[config.mk]
export PLATFORM = sky130hd
export DESIGN_NAME = wire_master
export DESIGN_NICKNAME = d
export VERILOG_FILES = /design/src/wire_master_pkg.sv /design/src/slot_if.sv /design/src/slot_engine.sv /design/src/wire_master.sv
export VERILOG_INCLUDE_DIRS = /design/src /design/src/src
export SDC_FILE = /design/constraint.sdc
export NUM_CORES = 1
export LEC_CHECK = 0
export ABC_AREA = 1
export BUFFER_PORTS_ARGS = -buffer_cell sky130_fd_sc_hd__buf_2
export CAP_MARGIN = 10
export CELL_PAD_IN_SITES_DETAIL_PLACEMENT = 2
export CELL_PAD_IN_SITES_GLOBAL_PLACEMENT = 2
export CORE_UTILIZATION = 36
export CTS_CLUSTER_DIAMETER = 120
export DETAILED_ROUTE_END_ITERATION = 12
export PLACE_DENSITY_LB_ADDON = 0.08
export SYNTH_ARGS = -nofsm -noshare
export SYNTH_HDL_FRONTEND = slang
export SYNTH_SLANG_ARGS = --single-unit
export TNS_END_PERCENT = 5
[constraint.sdc]
create_clock -name ref_clk -period 3.16 [get_ports ref_clk]
set_input_delay 0.158 -clock ref_clk [delete_from_list [all_inputs] [get_ports ref_clk]]
set_output_delay 0.158 -clock ref_clk [all_outputs]
set_load 0.1 [all_outputs]
[src/wire_master_consts.svh]
// Constants for the single-wire bus master: timing, commands, widths.
// Assumes a 200 MHz ref_clk; every cycle count is derived from it here.
`ifndef WIRE_MASTER_CONSTS_SVH
`define WIRE_MASTER_CONSTS_SVH

// ==========================================================================
// Clock rate
`define CLK_MHZ 200

// ==========================================================================
// Times in microseconds (milliseconds where noted)
`define RESET_LOW_US 480
`define RESET_RX_US 480
`define PRESENCE_SAMPLE_US 70
`define SLOT_US 60
`define RECOVERY_US 1
`define WRITE1_LOW_US 6
`define READ_INIT_US 1
`define READ_SAMPLE_US 13
`define CONVERSION_DURATION_MS 750
`define COPY_PULLUP_MS 10

// ==========================================================================
// Cycle counts derived from the times
`define RESET_LOW_CYC (`RESET_LOW_US * `CLK_MHZ)
`define RESET_RX_CYC (`RESET_RX_US * `CLK_MHZ)
`define PRESENCE_SAMPLE_CYC (`PRESENCE_SAMPLE_US * `CLK_MHZ)
`define SLOT_CYC (`SLOT_US * `CLK_MHZ)
`define RECOVERY_CYC (`RECOVERY_US * `CLK_MHZ)
`define WRITE1_LOW_CYC (`WRITE1_LOW_US * `CLK_MHZ)
`define READ_INIT_CYC (`READ_INIT_US * `CLK_MHZ)
`define READ_SAMPLE_CYC (`READ_SAMPLE_US * `CLK_MHZ)
`define CONVERSION_DURATION_CYC (`CONVERSION_DURATION_MS * 1000 * `CLK_MHZ)
`define COPY_PULLUP_CYC (`COPY_PULLUP_MS * 1000 * `CLK_MHZ)

// ==========================================================================
// Function command codes and widths
`define CMD_START_CONVERSION 8'h44
`define CMD_COPY_WORKING 8'h48
`define CMD_READ_WORKING 8'hBE
`define CMD_QUERY_SUPPLY 8'hB4
`define CMD_RELOAD_NONVOLATILE 8'hB8
`define CMD_SELECT_BY_ID 8'h55
`define CRC_POLY_REFLECTED 8'h8C
`define CRC_INIT 8'h00
`define SLOT_CNT_W 18
`define PULLUP_CNT_W 32

`endif

[src/wire_master_pkg.sv]
// Types shared by the bus master and its slot timing engine.
// Assumes nothing beyond the constants header.
package wire_master_pkg;

    // ======================================================================
    // User operations
    typedef enum logic [2:0] {
        OP_RESET = 3'h0,
        OP_WRITE_BYTE = 3'h1,
        OP_READ_BYTE = 3'h2,
        OP_WRITE_BIT = 3'h3,
        OP_READ_BIT = 3'h4,
        OP_PULLUP = 3'h5
    } op_t;

    // ======================================================================
    // Slot kinds handed to the timing engine
    typedef enum logic [1:0] {
        SLOT_RESET = 2'h0,
        SLOT_WRITE0 = 2'h1,
        SLOT_WRITE1 = 2'h2,
        SLOT_READ = 2'h3
    } slot_kind_t;

    // ======================================================================
    // Sequencer states
    typedef enum logic [1:0] {
        ST_IDLE = 2'h0,
        ST_SLOT = 2'h1,
        ST_PULLUP = 2'h2
    } seq_state_t;

    // ======================================================================
    // Engine states
    typedef enum logic [1:0] {
        EN_IDLE = 2'h0,
        EN_ACTIVE = 2'h1,
        EN_RECOVER = 2'h2
    } eng_state_t;

endpackage

[src/slot_if.sv]
// Carrier between the byte sequencer and the slot timing engine.
// Assumes both ends run on ref_clk.
interface slot_if;
    logic start;
    wire_master_pkg::slot_kind_t kind;
    logic done;
    logic rx_bit;

    modport ctrl (output start, output kind, input done, input rx_bit);
    modport eng (input start, input kind, output done, output rx_bit);
endinterface

[src/slot_engine.sv]
// Slot timing engine: drives one reset, write or read slot on the line.
// Assumes an open-drain line with an external pullup and a raw pin input.
`include "wire_master_consts.svh"

module slot_engine #(
    parameter int RESET_LOW = `RESET_LOW_CYC,
    parameter int RESET_RX = `RESET_RX_CYC,
    parameter int PRES_SAMPLE = `PRESENCE_SAMPLE_CYC,
    parameter int SLOT_LEN = `SLOT_CYC
) (
    // Clock and reset
    input wire logic ref_clk,
    input wire logic rst,
    // Sequencer side
    slot_if.eng s,
    // Line
    input wire logic dq_in,
    output logic dq_oe
);

    // ======================================================================
    // Derived points in a slot, counted from its falling edge; recovery end counted from the slot's end
    localparam logic [`SLOT_CNT_W-1:0] RST_LOW = `SLOT_CNT_W'(RESET_LOW);
    localparam logic [`SLOT_CNT_W-1:0] RST_SAMPLE = `SLOT_CNT_W'(RESET_LOW + PRES_SAMPLE);
    localparam logic [`SLOT_CNT_W-1:0] RST_END = `SLOT_CNT_W'(RESET_LOW + RESET_RX);
    localparam logic [`SLOT_CNT_W-1:0] SLOT_END = `SLOT_CNT_W'(SLOT_LEN);
    localparam logic [`SLOT_CNT_W-1:0] W1_LOW = `SLOT_CNT_W'(`WRITE1_LOW_CYC);
    localparam logic [`SLOT_CNT_W-1:0] RD_LOW = `SLOT_CNT_W'(`READ_INIT_CYC);
    localparam logic [`SLOT_CNT_W-1:0] RD_SAMPLE = `SLOT_CNT_W'(`READ_SAMPLE_CYC);
    localparam logic [`SLOT_CNT_W-1:0] REC_END = `SLOT_CNT_W'(`RECOVERY_CYC);

    wire_master_pkg::eng_state_t state_reg;
    wire_master_pkg::slot_kind_t kind_reg;
    logic [`SLOT_CNT_W-1:0] cnt_reg;
    logic [`SLOT_CNT_W-1:0] low_len;
    logic [`SLOT_CNT_W-1:0] sample_at;
    logic [`SLOT_CNT_W-1:0] end_at;
    logic sync1_reg;
    logic sync2_reg;
    logic rx_reg;
    logic done_reg;

    // ======================================================================
    // Two-stage synchroniser on the line input
    always_ff @(posedge ref_clk or posedge rst) begin
        if (rst) begin
            sync1_reg <= 1'b1;
            sync2_reg <= 1'b1;
        end else begin
            sync1_reg <= dq_in;
            sync2_reg <= sync1_reg;
        end
    end

    // Slot shape per kind
    always_comb begin
        unique case (kind_reg)
            wire_master_pkg::SLOT_RESET: begin
                low_len = RST_LOW;
                sample_at = RST_SAMPLE;
                end_at = RST_END;
            end
            wire_master_pkg::SLOT_WRITE0: begin
                low_len = SLOT_END;
                sample_at = SLOT_END;
                end_at = SLOT_END;
            end
            wire_master_pkg::SLOT_WRITE1: begin
                low_len = W1_LOW;
                sample_at = SLOT_END;
                end_at = SLOT_END;
            end
            wire_master_pkg::SLOT_READ: begin
                low_len = RD_LOW;
                sample_at = RD_SAMPLE;
                end_at = SLOT_END;
            end
        endcase
    end

    // ======================================================================
    // Slot sequence: low phase, released phase, recovery
    always_ff @(posedge ref_clk or posedge rst) begin
        if (rst) begin
            state_reg <= wire_master_pkg::EN_IDLE;
            kind_reg <= wire_master_pkg::SLOT_RESET;
            cnt_reg <= '0;
            done_reg <= 1'b0;
        end else begin
            done_reg <= 1'b0;
            unique case (state_reg)
                wire_master_pkg::EN_IDLE: begin
                    if (s.start) begin
                        state_reg <= wire_master_pkg::EN_ACTIVE;
                        kind_reg <= s.kind;
                        cnt_reg <= '0;
                    end
                end
                wire_master_pkg::EN_ACTIVE: begin
                    if (cnt_reg == end_at - 1'b1) begin
                        state_reg <= wire_master_pkg::EN_RECOVER;
                        cnt_reg <= '0;
                    end else begin
                        cnt_reg <= cnt_reg + 1'b1;
                    end
                end
                wire_master_pkg::EN_RECOVER: begin
                    if (cnt_reg == REC_END - 1'b1) begin
                        state_reg <= wire_master_pkg::EN_IDLE;
                        done_reg <= 1'b1;
                    end else begin
                        cnt_reg <= cnt_reg + 1'b1;
                    end
                end
                default: state_reg <= wire_master_pkg::EN_IDLE;
            endcase
        end
    end

    // Sample point; presence shows as a low line, read data as its level
    always_ff @(posedge ref_clk or posedge rst) begin
        if (rst) begin
            rx_reg <= 1'b0;
        end else if (state_reg == wire_master_pkg::EN_ACTIVE && cnt_reg == sample_at) begin
            rx_reg <= sync2_reg;
        end
    end

    // Only ever pulls low; release leaves the line to the pullup
    assign dq_oe = (state_reg == wire_master_pkg::EN_ACTIVE) && (cnt_reg < low_len);
    assign s.done = done_reg;
    assign s.rx_bit = rx_reg;

endmodule

[src/wire_master.sv]
// Bus master for a single-wire open-drain sensor bus.
// Takes reset, byte, bit and pullup operations from user logic, runs them
// as timed slots on the line, checks a running CRC over read bytes and
// drives a separate strong pullup after conversion and copy commands when parasite_mode is set.
// Assumes an external pullup resistor on the line and, for parasite
// power, an external transistor switched by strong_pullup_en.
//
// Overview of operation
// - Every transaction opens with reset and presence
// - Master holds line low 480 us minimum
// - One bit crosses the bus per slot
// - Write slots 60 us, 1 us recovery between
// - Every write slot starts by pulling low
// - Write one releases line within 15 us
// - Write zero holds line low whole slot
// - Read slots follow read-memory and supply queries
// - Read slots may poll conversion and reload status
// - Read slots 60 us, 1 us recovery between
// - Read slot starts with at least 1 us low
// - Master releases and samples within 15 us
// - Short initiation, sample late in window
// - Select-by-ID then 64-bit identifier precede command
// - Strong pullup through conversion on parasite power
// - CRC over eight bytes checked against ninth
// - Master originates all slots except presence
// - Bytes travel least significant bit first
`include "wire_master_consts.svh"

module wire_master #(
    parameter int RESET_LOW = `RESET_LOW_CYC,
    parameter int RESET_RX = `RESET_RX_CYC,
    parameter int PRES_SAMPLE = `PRESENCE_SAMPLE_CYC,
    parameter int SLOT_LEN = `SLOT_CYC,
    parameter int CONV_PULLUP = `CONVERSION_DURATION_CYC,
    parameter int COPY_PULLUP = `COPY_PULLUP_CYC
) (
    // Clock and reset
    input wire logic ref_clk,
    input wire logic rst,
    // Operation request
    input wire logic cmd_valid,
    output logic cmd_ready,
    input wire wire_master_pkg::op_t cmd_op,
    input wire logic [7:0] cmd_data,
    // Power mode of the attached devices
    input wire logic parasite_mode,
    // Operation answer
    output logic rsp_valid,
    output logic [7:0] rsp_data,
    output logic rsp_presence,
    output logic crc_ok,
    // Line
    input wire logic dq_in,
    output logic dq_out,
    output logic dq_oe,
    output logic strong_pullup_en
);

    // ======================================================================
    // Declarations
    slot_if slot ();

    // Sequencer state
    wire_master_pkg::seq_state_t state_reg;
    wire_master_pkg::op_t op_reg;
    logic [7:0] shift_reg;
    logic [7:0] sent_reg;
    logic [2:0] bit_cnt_reg;
    logic start_reg;
    wire_master_pkg::slot_kind_t kind_reg;
    logic [`PULLUP_CNT_W-1:0] pullup_cnt_reg;

    // Check and answer
    logic [7:0] crc_reg;
    logic [7:0] crc_next;
    logic crc_fb;
    logic rsp_valid_reg;
    logic [7:0] rsp_data_reg;
    logic presence_reg;

    // Decode helpers
    logic byte_op;
    logic read_op;
    logic last_bit;
    logic [7:0] rx_shifted;
    logic [7:0] tx_shifted;
    logic is_conv;
    logic is_copy;

    // Hold lengths in cycles
    localparam logic [`PULLUP_CNT_W-1:0] CONV_LEN = `PULLUP_CNT_W'(CONV_PULLUP);
    localparam logic [`PULLUP_CNT_W-1:0] COPY_LEN = `PULLUP_CNT_W'(COPY_PULLUP);

    // ======================================================================
    // Slot timing engine
    // Engine owns the pin enable
    slot_engine #(
        .RESET_LOW(RESET_LOW),
        .RESET_RX(RESET_RX),
        .PRES_SAMPLE(PRES_SAMPLE),
        .SLOT_LEN(SLOT_LEN)
    ) u_engine (
        .ref_clk(ref_clk),
        .rst(rst),
        .s(slot.eng),
        .dq_in(dq_in),
        .dq_oe(dq_oe)
    );

    assign slot.start = start_reg;
    assign slot.kind = kind_reg;

    // ======================================================================
    // Operation decode
    assign byte_op = (op_reg == wire_master_pkg::OP_WRITE_BYTE)
        || (op_reg == wire_master_pkg::OP_READ_BYTE);
    assign read_op = (op_reg == wire_master_pkg::OP_READ_BYTE)
        || (op_reg == wire_master_pkg::OP_READ_BIT);

    // Byte ops end after bit 7
    assign last_bit = !byte_op || (bit_cnt_reg == 3'h7);

    // Received bits enter at the top so bit 0 ends up first-received
    assign rx_shifted = {slot.rx_bit, shift_reg[7:1]};
    assign tx_shifted = {1'b0, shift_reg[7:1]};

    // Whole byte; the shift register has moved on
    assign is_conv = (op_reg == wire_master_pkg::OP_WRITE_BYTE)
        && (sent_reg == `CMD_START_CONVERSION);
    assign is_copy = (op_reg == wire_master_pkg::OP_WRITE_BYTE)
        && (sent_reg == `CMD_COPY_WORKING);

    // Slot kind for the bit now at the bottom of the shift register
    function automatic wire_master_pkg::slot_kind_t kind_for(
        input wire_master_pkg::op_t op,
        input logic bit_val
    );
        if (op == wire_master_pkg::OP_RESET) begin
            kind_for = wire_master_pkg::SLOT_RESET;
        end else if (op == wire_master_pkg::OP_READ_BYTE
                || op == wire_master_pkg::OP_READ_BIT) begin
            kind_for = wire_master_pkg::SLOT_READ;
        end else if (bit_val) begin
            kind_for = wire_master_pkg::SLOT_WRITE1;
        end else begin
            kind_for = wire_master_pkg::SLOT_WRITE0;
        end
    endfunction

    // Request accepted only while nothing is on the line
    assign cmd_ready = (state_reg == wire_master_pkg::ST_IDLE);

    // ======================================================================
    // Sequencer: one slot per bit, bytes bit 0 first
    always_ff @(posedge ref_clk or posedge rst) begin
        if (rst) begin
            state_reg <= wire_master_pkg::ST_IDLE;
            op_reg <= wire_master_pkg::OP_RESET;
            shift_reg <= 8'h00;
            bit_cnt_reg <= 3'h0;
            start_reg <= 1'b0;
            kind_reg <= wire_master_pkg::SLOT_RESET;
            pullup_cnt_reg <= '0;
        end else begin
            // Start is a single-cycle pulse
            start_reg <= 1'b0;
            unique case (state_reg)
                wire_master_pkg::ST_IDLE: begin
                    if (cmd_valid) begin
                        op_reg <= cmd_op;
                        shift_reg <= cmd_data;
                        bit_cnt_reg <= 3'h0;
                        if (cmd_op == wire_master_pkg::OP_PULLUP) begin
                            // Manual hold, e.g. copy done by hand
                            state_reg <= wire_master_pkg::ST_PULLUP;
                            pullup_cnt_reg <= COPY_LEN;
                        end else begin
                            state_reg <= wire_master_pkg::ST_SLOT;
                            start_reg <= 1'b1;
                            kind_reg <= kind_for(cmd_op, cmd_data[0]);
                        end
                    end
                end

                wire_master_pkg::ST_SLOT: begin
                    if (slot.done) begin
                        if (last_bit) begin
                            state_reg <= wire_master_pkg::ST_IDLE;
                        end else begin
                            // Next slot only after the engine's recovery
                            bit_cnt_reg <= bit_cnt_reg + 3'h1;
                            start_reg <= 1'b1;
                            kind_reg <= kind_for(op_reg, tx_shifted[0]);
                        end
                        shift_reg <= read_op ? rx_shifted : tx_shifted;
                    end
                end

                wire_master_pkg::ST_PULLUP: begin
                    // Counts down to one
                    if (pullup_cnt_reg <= `PULLUP_CNT_W'(1)) begin
                        state_reg <= wire_master_pkg::ST_IDLE;
                    end
                    pullup_cnt_reg <= pullup_cnt_reg - 1'b1;
                end

                default: state_reg <= wire_master_pkg::ST_IDLE;
            endcase

            // Byte just sent was a conversion or copy command
            if (state_reg == wire_master_pkg::ST_SLOT && slot.done && last_bit
                    && parasite_mode && (is_conv || is_copy)) begin
                state_reg <= wire_master_pkg::ST_PULLUP;
                pullup_cnt_reg <= is_conv ? CONV_LEN : COPY_LEN;
            end
        end
    end

    // ======================================================================
    // Answer: one pulse per finished operation
    always_ff @(posedge ref_clk or posedge rst) begin
        if (rst) begin
            rsp_valid_reg <= 1'b0;
            rsp_data_reg <= 8'h00;
            presence_reg <= 1'b0;
        end else begin
            rsp_valid_reg <= 1'b0;
            if (state_reg == wire_master_pkg::ST_SLOT && slot.done && last_bit) begin
                rsp_valid_reg <= (op_reg != wire_master_pkg::OP_WRITE_BYTE)
                    || !parasite_mode
                    || (sent_reg != `CMD_START_CONVERSION
                        && sent_reg != `CMD_COPY_WORKING);
                if (op_reg == wire_master_pkg::OP_RESET) begin
                    // Low at the sample point means a device answered
                    presence_reg <= !slot.rx_bit;
                    rsp_data_reg <= 8'h00;
                end else if (op_reg == wire_master_pkg::OP_READ_BYTE) begin
                    rsp_data_reg <= rx_shifted;
                end else if (op_reg == wire_master_pkg::OP_READ_BIT) begin
                    // Single bit, e.g. supply query or status poll
                    rsp_data_reg <= {7'h00, slot.rx_bit};
                end else begin
                    rsp_data_reg <= sent_reg;
                end
            end else if (state_reg == wire_master_pkg::ST_PULLUP
                    && pullup_cnt_reg <= `PULLUP_CNT_W'(1)) begin
                // Pullup-holding commands answer once the hold ends
                rsp_valid_reg <= 1'b1;
            end
        end
    end

    // Written byte remembered for the auto-pullup check
    // Trade-off: the answer to a conversion or copy command on parasite
    // power waits for the whole hold, so no other activity can slip in.
    always_ff @(posedge ref_clk or posedge rst) begin
        if (rst) begin
            sent_reg <= 8'h00;
        end else if (state_reg == wire_master_pkg::ST_IDLE && cmd_valid) begin
            sent_reg <= cmd_data;
        end
    end

    // ======================================================================
    // Running CRC over every bit of each read byte (not single read bits), cleared by reset slots
    // Reflected form, LSB first like the data
    assign crc_fb = crc_reg[0] ^ slot.rx_bit;
    assign crc_next = {1'b0, crc_reg[7:1]} ^ (crc_fb ? `CRC_POLY_REFLECTED : 8'h00);

    always_ff @(posedge ref_clk or posedge rst) begin
        if (rst) begin
            crc_reg <= `CRC_INIT;
        end else if (state_reg == wire_master_pkg::ST_IDLE && cmd_valid
                && cmd_op == wire_master_pkg::OP_RESET) begin
            crc_reg <= `CRC_INIT;
        end else if (state_reg == wire_master_pkg::ST_SLOT && slot.done
                && op_reg == wire_master_pkg::OP_READ_BYTE) begin
            crc_reg <= crc_next;
        end
    end

    // ======================================================================
    // Outputs
    // Zero over all nine bytes means the check byte matched the eight
    assign crc_ok = (crc_reg == 8'h00);

    // Answer straight from its registers
    assign rsp_valid = rsp_valid_reg;
    assign rsp_data = rsp_data_reg;
    assign rsp_presence = presence_reg;

    // Pin value when enabled is always low; high comes from the pullup
    assign dq_out = 1'b0;
    assign strong_pullup_en = (state_reg == wire_master_pkg::ST_PULLUP);

endmodule

==> results of run 1 <==
layer usage:
metal  global-route usage (%)  share of wire [%]  vias up
met4                     7.87                1.7        0
met5                        0                  0        -
li1                         -                  -     2931
met1                     31.1                 45     3108
met2                     46.2                 52       50
met3                     3.12                1.5       24
per-stage QoR:
stage	utilization [%]	total power, uW	area [um^2]	instances	worst slack [ns]
after floorplan	-	4380	6370	887	0.0453
after global placement	39.0	5100	6750	1129	0.537
after detailed placement	39.0	5330	6750	1129	0.354
after CTS	40.8	6490	7050	1147	0.0159
after global routing	40.8	6970	7060	1147	0.00114
final	40.8	6410	7060	1147	0.180
worst max-delay path: stages (launching register included):
cell and delay, ns:
dfrtp_1 0.45, inv_1 0.10, ha_2 0.26, inv_1 0.22
o21ai_0 0.16, ha_1 0.31, nand3_1 0.11, a21oi_1 0.06
o21ai_0 0.17, o2111ai_1 0.20, nor2_1 0.17, buf_6 0.24
cell usage in the layout (no fill, tap or decap), drive strengths merged, types with 13 or more instances in the layout:
| cell | count |
|---|---|
| o21ai | 90 |
| ha | 28 |
| nor3 | 14 |
| nand3 | 89 |
| a21oi | 17 |
| inv | 135 |
| nand2 | 208 |
| buf | 34 |
| dfrtp | 100 |
| nor2 | 115 |
| nand4 | 20 |
| o22ai | 13 |
cells by family after synthesis:
logic type	Yosys count	synth area share, %
and+or+nand+nor	451	30.7
AOI/OAI and AO/OA	140	12.4
adders and majority gates	28	5.50
xor gates and xnor gates	11	1.51
DFF	102	40.1
other	1	0.0589
buffers and inverters	154	9.76
repair_timing:
action	CTS	global route
endpoints found under the setup margin	1	1
resized for setup	1	3
hold buffers	2	0
hold endpoints to repair	55	0
how the worst max path moves through the flow:
stage | to | slack (ns) | startpoint | depth (start not counted)
4_1_cts | dq_oe | 0.02 | u_engine.kind_reg[1]$_DFFE_PP0P_ | 11
3_3_place_gp | dq_oe | 0.54 | u_engine.kind_reg[1]$_DFFE_PP0P_ | 12
2_1_floorplan | dq_oe | 0.05 | u_engine.kind_reg[1]$_DFFE_PP0P_ | 11
6_report | dq_oe | 0.18 | u_engine.kind_reg[0]$_DFFE_PP0P_ | 11
5_1_grt | dq_oe | 0.001 | u_engine.kind_reg[0]$_DFFE_PP0P_ | 11
3_5_place_dp | dq_oe | 0.35 | u_engine.kind_reg[1]$_DFFE_PP0P_ | 12
cell type report:
class,instances,area share [%]
Multi-Input combinational cell,631,45.3
Sequential cell,102,36.2
Inverter,137,7.39
Tap cell,225,3.99
Clock buffer,12,3.49
Timing Repair Buffer,36,3.14
Clock inverter,4,0.461
where the power goes:
group / switching, uW / internal (uW)
combinational: 2330 / 901
clock: 541 / 561
sequential: 359 / 1730
total: 3230 / 3190
==> metrics.md, run 1 <==
| Metric | Value |
|---|---|
| Outcome | `complete, no violations` |
| Worst Setup Start Kind | `flop` |
| Post-CTS setup buffer count | `0` |
| Clock sink count | `102` |
| Ys flop type | `dfrtp_1` |
| CTS clock-pin slew for the worst setup and hold paths | `~0.070 ns` |
| Net count reported at finish | `about 960` |
| Transition time of the tightest slew-check pin | `between 0.7 and 0.8 ns` |
| Area taken by multi-input logic gates | `about 3200 um^2` |
| GR Util All Layers | `between 20% and 30%` |
| 1st-iter DRT viols | `between 200 and 300` |
| Net Count, Synth | `approximately 930` |
| Setup total negative slack | `0 ns` |
| Count of yosys warnings during synthesis | `0` |
| Number of cells produced by synthesis | `~900` |
| Crit. End Element | `output port` |
| Number of H-tree branching levels | `3` |
| Headroom to the max-slew limit | `between 40% and 50%` |
| Count of distinct cell types in the synthesized netlist | `44` |
| WHS | `~0.029 ns` |
| Maximum clock insertion buffer count | `2` |
| Beginning of the worst register-to-register path | `u_engine.kind_reg[0]$_DFFE_PP0P_` |
| Hold Crit Depth | `3` |
| Main area contributors after synthesis | `dfrtp_1 39%, nand2_1 12%, inv_1 7.7%` |
| Cell type contributing the most total cell area after synthesis | `dfrtp_1` |
| Share of the yosys chip area belonging to registers | `40.1%` |
| Most numerous cell types in the synthesized netlist | `201 x nand2_1, 131 x inv_1, 113 x nor2_1` |
| Final Routed Wirelength | `21.6 mm` |
| Die ar. | `18200 um^2` |
| Share of cells above drive strength 1 | `8.68%` |
| Type of the tightest min-delay check | `in2reg` |
| CTS tree | `built` |
| Core area | `around 17000 um^2` |
| IO Count | `31` |
| Setup-failing EPs final | `0` |
| Number of input and output port buffers inserted | `29` |
| Period Utilization, post-route | `between 90% and 100%` |
| Clock root buffer | `clkbuf_16` |
| HPWL after DPL | `between 15 and 20 mm` |
| Total via count in the routed design | `about 6.1k` |
| Syn Area/Cell | `between 7 and 8 um^2` |
| Most repeated cell in the gate-level netlist after synthesis | `nand2_1` |
| Achievable Freq | `around 340 MHz` |
| Number of antenna violations at the first check in global routing | `0` |
| Area fraction of the dominant cell type after synthesis | `between 30% and 40%` |
| Largest net degree at the start of global routing | `slightly below 60` |
| Power density over the cells | `between 900 and 1000 nW/um^2` |
| Gp weighted congestion | `about 0.9` |
| Synthesized cell area | `roughly 6400 um^2` |
| Number of clock buffers inserted by TritonCTS | `9` |
| Post-detailed-route DRC marker count | `0` |
| Worst path required time | `3.00 ns` |
| Flip-flop count of the largest register, all copies and words added | `32` |
| Effective utilization at floorplan | `36.8%` |
| Max Cap Violations | `0` |
| IR Drop Worst-Case VDD | `375 uV` |
| Number of flops mapped to enable cells by yosys | `0` |
| Worst setup skew after layout | `between 0.006 and 0.007 ns` |
| Max-slew violation total from the final report | `0` |
| Worst Min Path Start | `cmd_op[0]` |
| Area Overhead vs Synth | `10.8%` |
| RSZ-0062 raised after global routing | `false` |
| Via density | `approximately 5.3` |
| Wire length per cell after detailed routing | `~19 um` |
| First-pass GRT wire length | `35.8 mm` |
| Die W | `roughly 140 um` |
| Residual antenna-violating net count after detailed routing | `0` |
| Total area of sequential cells | `around 2600 um^2` |
| Number of antenna diodes | `0` |
| Count of standard-cell rows | `48` |
| Critical path data arrival time | `~2.8 ns` |
| Crit path time final | `between 2 and 3 ns` |
| Worst Path Max Fanout | `8` |
| Capture instance of the worst register-to-register path | `u_engine.cnt_reg[5]$_DFFE_PP0P_` |
| Yosys reg bits | `roughly 100` |
| Final Hold Viols | `0` |
| Later-pin clock latency in the skew report | `0.36 ns` |
| Cell depth of the worst flop-to-flop path | `13` |
| Die Y-Extent | `approximately 140 um` |
| Register-to-register setup slack | `roughly 0.53 ns` |
| Worst Hold Path EP | `op_reg[0]$_DFFE_PP0P_` |
| Detailed-routing iteration count for the pre-antenna-repair pass | `4` |
| Classification of the worst setup path | `reg2out` |
| Total grt overflow | `0` |
| Async set or reset register ratio after synthesis | `100%` |
| Static Leakage | `between 0.003 and 0.004 uW` |
| Vias in the first global route | `between 6k and 7k` |
| Count of fill cells added during filler insertion | `between 2k and 2.5k` |
No activity file was read; power rests on OpenSTA's default activity.
==> inputs of run 2 (changes only) <==
--- a/config.mk
+++ b/config.mk
@@ -15,6 +15,7 @@
 export CTS_CLUSTER_DIAMETER = 120
 export DETAILED_ROUTE_END_ITERATION = 12
 export PLACE_DENSITY_LB_ADDON = 0.08
+export RECOVER_POWER = 25
 export SYNTH_ARGS = -nofsm -noshare
 export SYNTH_HDL_FRONTEND = slang
 export SYNTH_SLANG_ARGS = --single-unit
==> constraint.sdc (replaced) <==
create_clock -name ref_clk -period 3.16 [get_ports ref_clk]
set_input_delay 0.158 -clock ref_clk [delete_from_list [all_inputs] [get_ports ref_clk]]
set_output_delay 0.158 -clock ref_clk [all_outputs]
set_load 0.05 [all_outputs]
==> run 2 against run 1 <==
  * The flow now finishes with violations (max-capacitance violations, max-slew violations)
  * Clock power up 4%
  * Utilization about the same
  * Critical path depth up 1
  * Critical path type unchanged
==> metrics.md, run 2 (synthesis gave the netlist of run 1 again) <==
| Metric | Value |
|---|---|
| Residual antenna-violating net count after detailed routing | `0 (unchanged)` |
| Gp weighted congestion | `0.884 (+0.53%)` |
| Post-detailed-route DRC marker count | `0 (unchanged)` |
| Total placed cells including tap cells | `1129 (unchanged)` |
| Filler-free cell count of the finished design | `1147 (unchanged)` |
| Worst Slack Setup Final | `0.233 ns (+0.0532 ns)` |
| Via density | `5.32 (-0.18%)` |
| CTS tree | `built` |
| Number of H-tree branching levels | `3 (unchanged)` |
| Period Utilization, post-route | `92.6% (-1.7 points)` |
| GR Util All Layers | `24.8% (-0.61 points)` |
| Crit path time final | `2.93 ns (-0.0532 ns)` |
| Worst Path Max Fanout | `8 (unchanged)` |
| Violations in the final reports | `max-capacitance violations, max-slew violations` |
| Effective utilization at floorplan | `36.8% (unchanged)` |
| Achievable Freq | `342 MHz (+1.8%)` |
| Core area | `17300 um^2 (unchanged)` |
| Final Hold Viols | `0 (unchanged)` |
| Total grt overflow | `0 (unchanged)` |
| Area Overhead vs Synth | `10.8% (about the same)` |
| Critical path data arrival time | `2.77 ns (-0.05 ns)` |
| Static Leakage | `0.00343 uW (about the same)` |
| Net count reported at finish | `961 (unchanged)` |
| Count of fill cells added during filler insertion | `2119 (+2.7%)` |
| Count of standard-cell rows | `48 (unchanged)` |
| Die W | `135 um (unchanged)` |
| Number of antenna violations at the first check in global routing | `0 (unchanged)` |
| Maximum clock insertion buffer count | `2 (unchanged)` |
| Classification of the worst setup path | `reg2out` |
| Clock sink count | `102 (unchanged)` |
| Transition time of the tightest slew-check pin | `2.20 ns (+1.40 ns)` |
| Vias in the first global route | `6787 (-0.72%)` |
| Final Routed Wirelength | `21.2 mm (-2.0%)` |
| Total cell area at the placement stage | `6750 um^2 (unchanged)` |
| Number of clock buffers inserted by TritonCTS | `9 (unchanged)` |
| Crit. End Element | `output port` |
| Type of the tightest min-delay check | `in2reg` |
| Worst Setup Start Kind | `flop` |
| Clock root buffer | `clkbuf_16` |
| RSZ-0062 raised after global routing | `false` |
| Die Y-Extent | `135 um (unchanged)` |
| Max Cap Violations | `1 (+1)` |
| IO Count | `31 (unchanged)` |
| Max-slew violation total from the final report | `51 (+51)` |
| Share of cells above drive strength 1 | `8.57% (-0.11 points)` |
| Total area of sequential cells | `2560 um^2 (unchanged)` |
| CTS clock-pin slew for the worst setup and hold paths | `0.08 ns (about the same)` |
| HPWL after DPL | `16.2 mm (-2.1%)` |
| Outcome | `finished, violations left` |
| Number of input and output port buffers inserted | `29 (unchanged)` |
| Number of antenna diodes | `0 (unchanged)` |
| Die ar. | `18200 um^2 (unchanged)` |
| Post-Layout Inst Area | `7060 um^2 (about the same)` |
| Wire length per cell after detailed routing | `18.5 um (-2.0%)` |
| First-pass GRT wire length | `35.2 mm (-1.7%)` |
| Commonest non-fill, non-tap cells in the layout | `201 x nand2_1, 131 x inv_1, 112 x nor2_1` |
| Power density over the cells | `897 nW/um^2 (-1.3%)` |
| Flip-flop count of the largest register, all copies and words added | `32 (unchanged)` |
| Total via count in the routed design | `6102 (-0.18%)` |
| Area taken by multi-input logic gates | `3200 um^2 (unchanged)` |
| Largest net degree at the start of global routing | `53 (-8.6%)` |
| Detailed-routing iteration count for the pre-antenna-repair pass | `4 (unchanged)` |
| IR Drop Worst-Case VDD | `367 uV (-2.2%)` |
| Setup total negative slack | `0 ns (unchanged)` |
| Most common library cell in the layout ignoring fill and taps | `nand2_1` |
| Later-pin clock latency in the skew report | `0.36 ns (about the same)` |
| Worst setup skew after layout | `0.00755 ns (+0.00138 ns)` |
| Setup-failing EPs final | `0 (unchanged)` |
| Pre-CTS WS | `0.484 ns (+0.130 ns)` |
| Utilization after layout | `40.8% (about the same)` |
| Worst path required time | `3.00 ns (about the same)` |
| Headroom to the max-slew limit | `-46.9% (-94 points)` |
| 1st-iter DRT viols | `322 (+23%)` |
run 2: cell count changes in the layout (fill, tap and decap cells not counted):
cell      change
inv_1         +1
inv_4         -1
inv_8         +2
buf_2         -1
buf_6         -1
inv_6         +2
clkbuf_8      -1
clkinv_4      -1
run 2: worst paths after layout:
kind | from | endpoint | slack (ns) | cells past startpoint
setup / recovery | u_engine.kind_reg[1]$_DFFE_PP0P_ | dq_oe | 0.23 | 12
hold / removal | cmd_data[1] | sent_reg[1]$_DFFE_PP0P_ | 0.03 | 3
setup reg to reg | u_engine.kind_reg[1]$_DFFE_PP0P_ | u_engine.cnt_reg[7]$_DFFE_PP0P_ | 0.59 | 13
hold reg to reg | u_engine.sync1_reg$_DFF_PP1_ | u_engine.sync2_reg$_DFF_PP1_ | 0.36 | 0
max in group asynchronous | rst | pullup_cnt_reg[11]$_DFFE_PP0P_ | 0.82 | 3
min in group asynchronous | rst | u_engine.cnt_reg[9]$_DFFE_PP0P_ | 1.08 | 3
run 2: power by group:
group | internal [uW] | total (uW) | switching (uW) | leakage [uW]
clock | 554 | 1140 | 581 | 0.000136
combinational | 892 | 3110 | 2220 | 0.00197
sequential | 1720 | 2090 | 362 | 0.00132
run 2: per-stage QoR:
step	hold WS (ns)	power, uW
4_1_cts	0.0231	6410
6_report	0.0309	6330
3_3_place_gp	0.268	5000
2_1_floorplan	0.162	4280
5_1_grt	0.0397	6880
3_5_place_dp	0.268	5220
run 2: timing repair:
action / 4_1_cts / 5_1_grt
setup buffers: 0 / 0
setup endpoints to repair: 0 / 1
gates resized for setup: 0 / 2
hold endpoints to repair: 49 / 0
hold buffers: 2 / 0
run 2: critical path: stages, from the launching register on:
cell	delay, ns
dfrtp_2	0.47
inv_1	0.11
ha_2	0.28
inv_1	0.17
ha_1	0.34
nand2_1	0.09
inv_1	0.04
nand3_1	0.06
a21oi_1	0.05
o21ai_0	0.22
o2111ai_1	0.19
nor2_1	0.12
buf_2	0.27
run 2: routing by layer:
metal	GRT usage, %	part of all wire [%]	up-vias
met5	0	0	-
met1	31.3	46	3073
met4	7.74	2.1	0
met3	3.23	2.2	31
li1	-	-	2932
met2	43.9	50	66
run 2: final cells by class:
class | count | share of cell area (%)
Timing Repair Buffer | 36 | 3.01
Multi-Input combinational cell | 631 | 45.3
Clock inverter | 7 | 0.904
Clock buffer | 9 | 3.19
Inverter | 137 | 7.36
Sequential cell | 102 | 36.2
Tap cell | 225 | 3.99
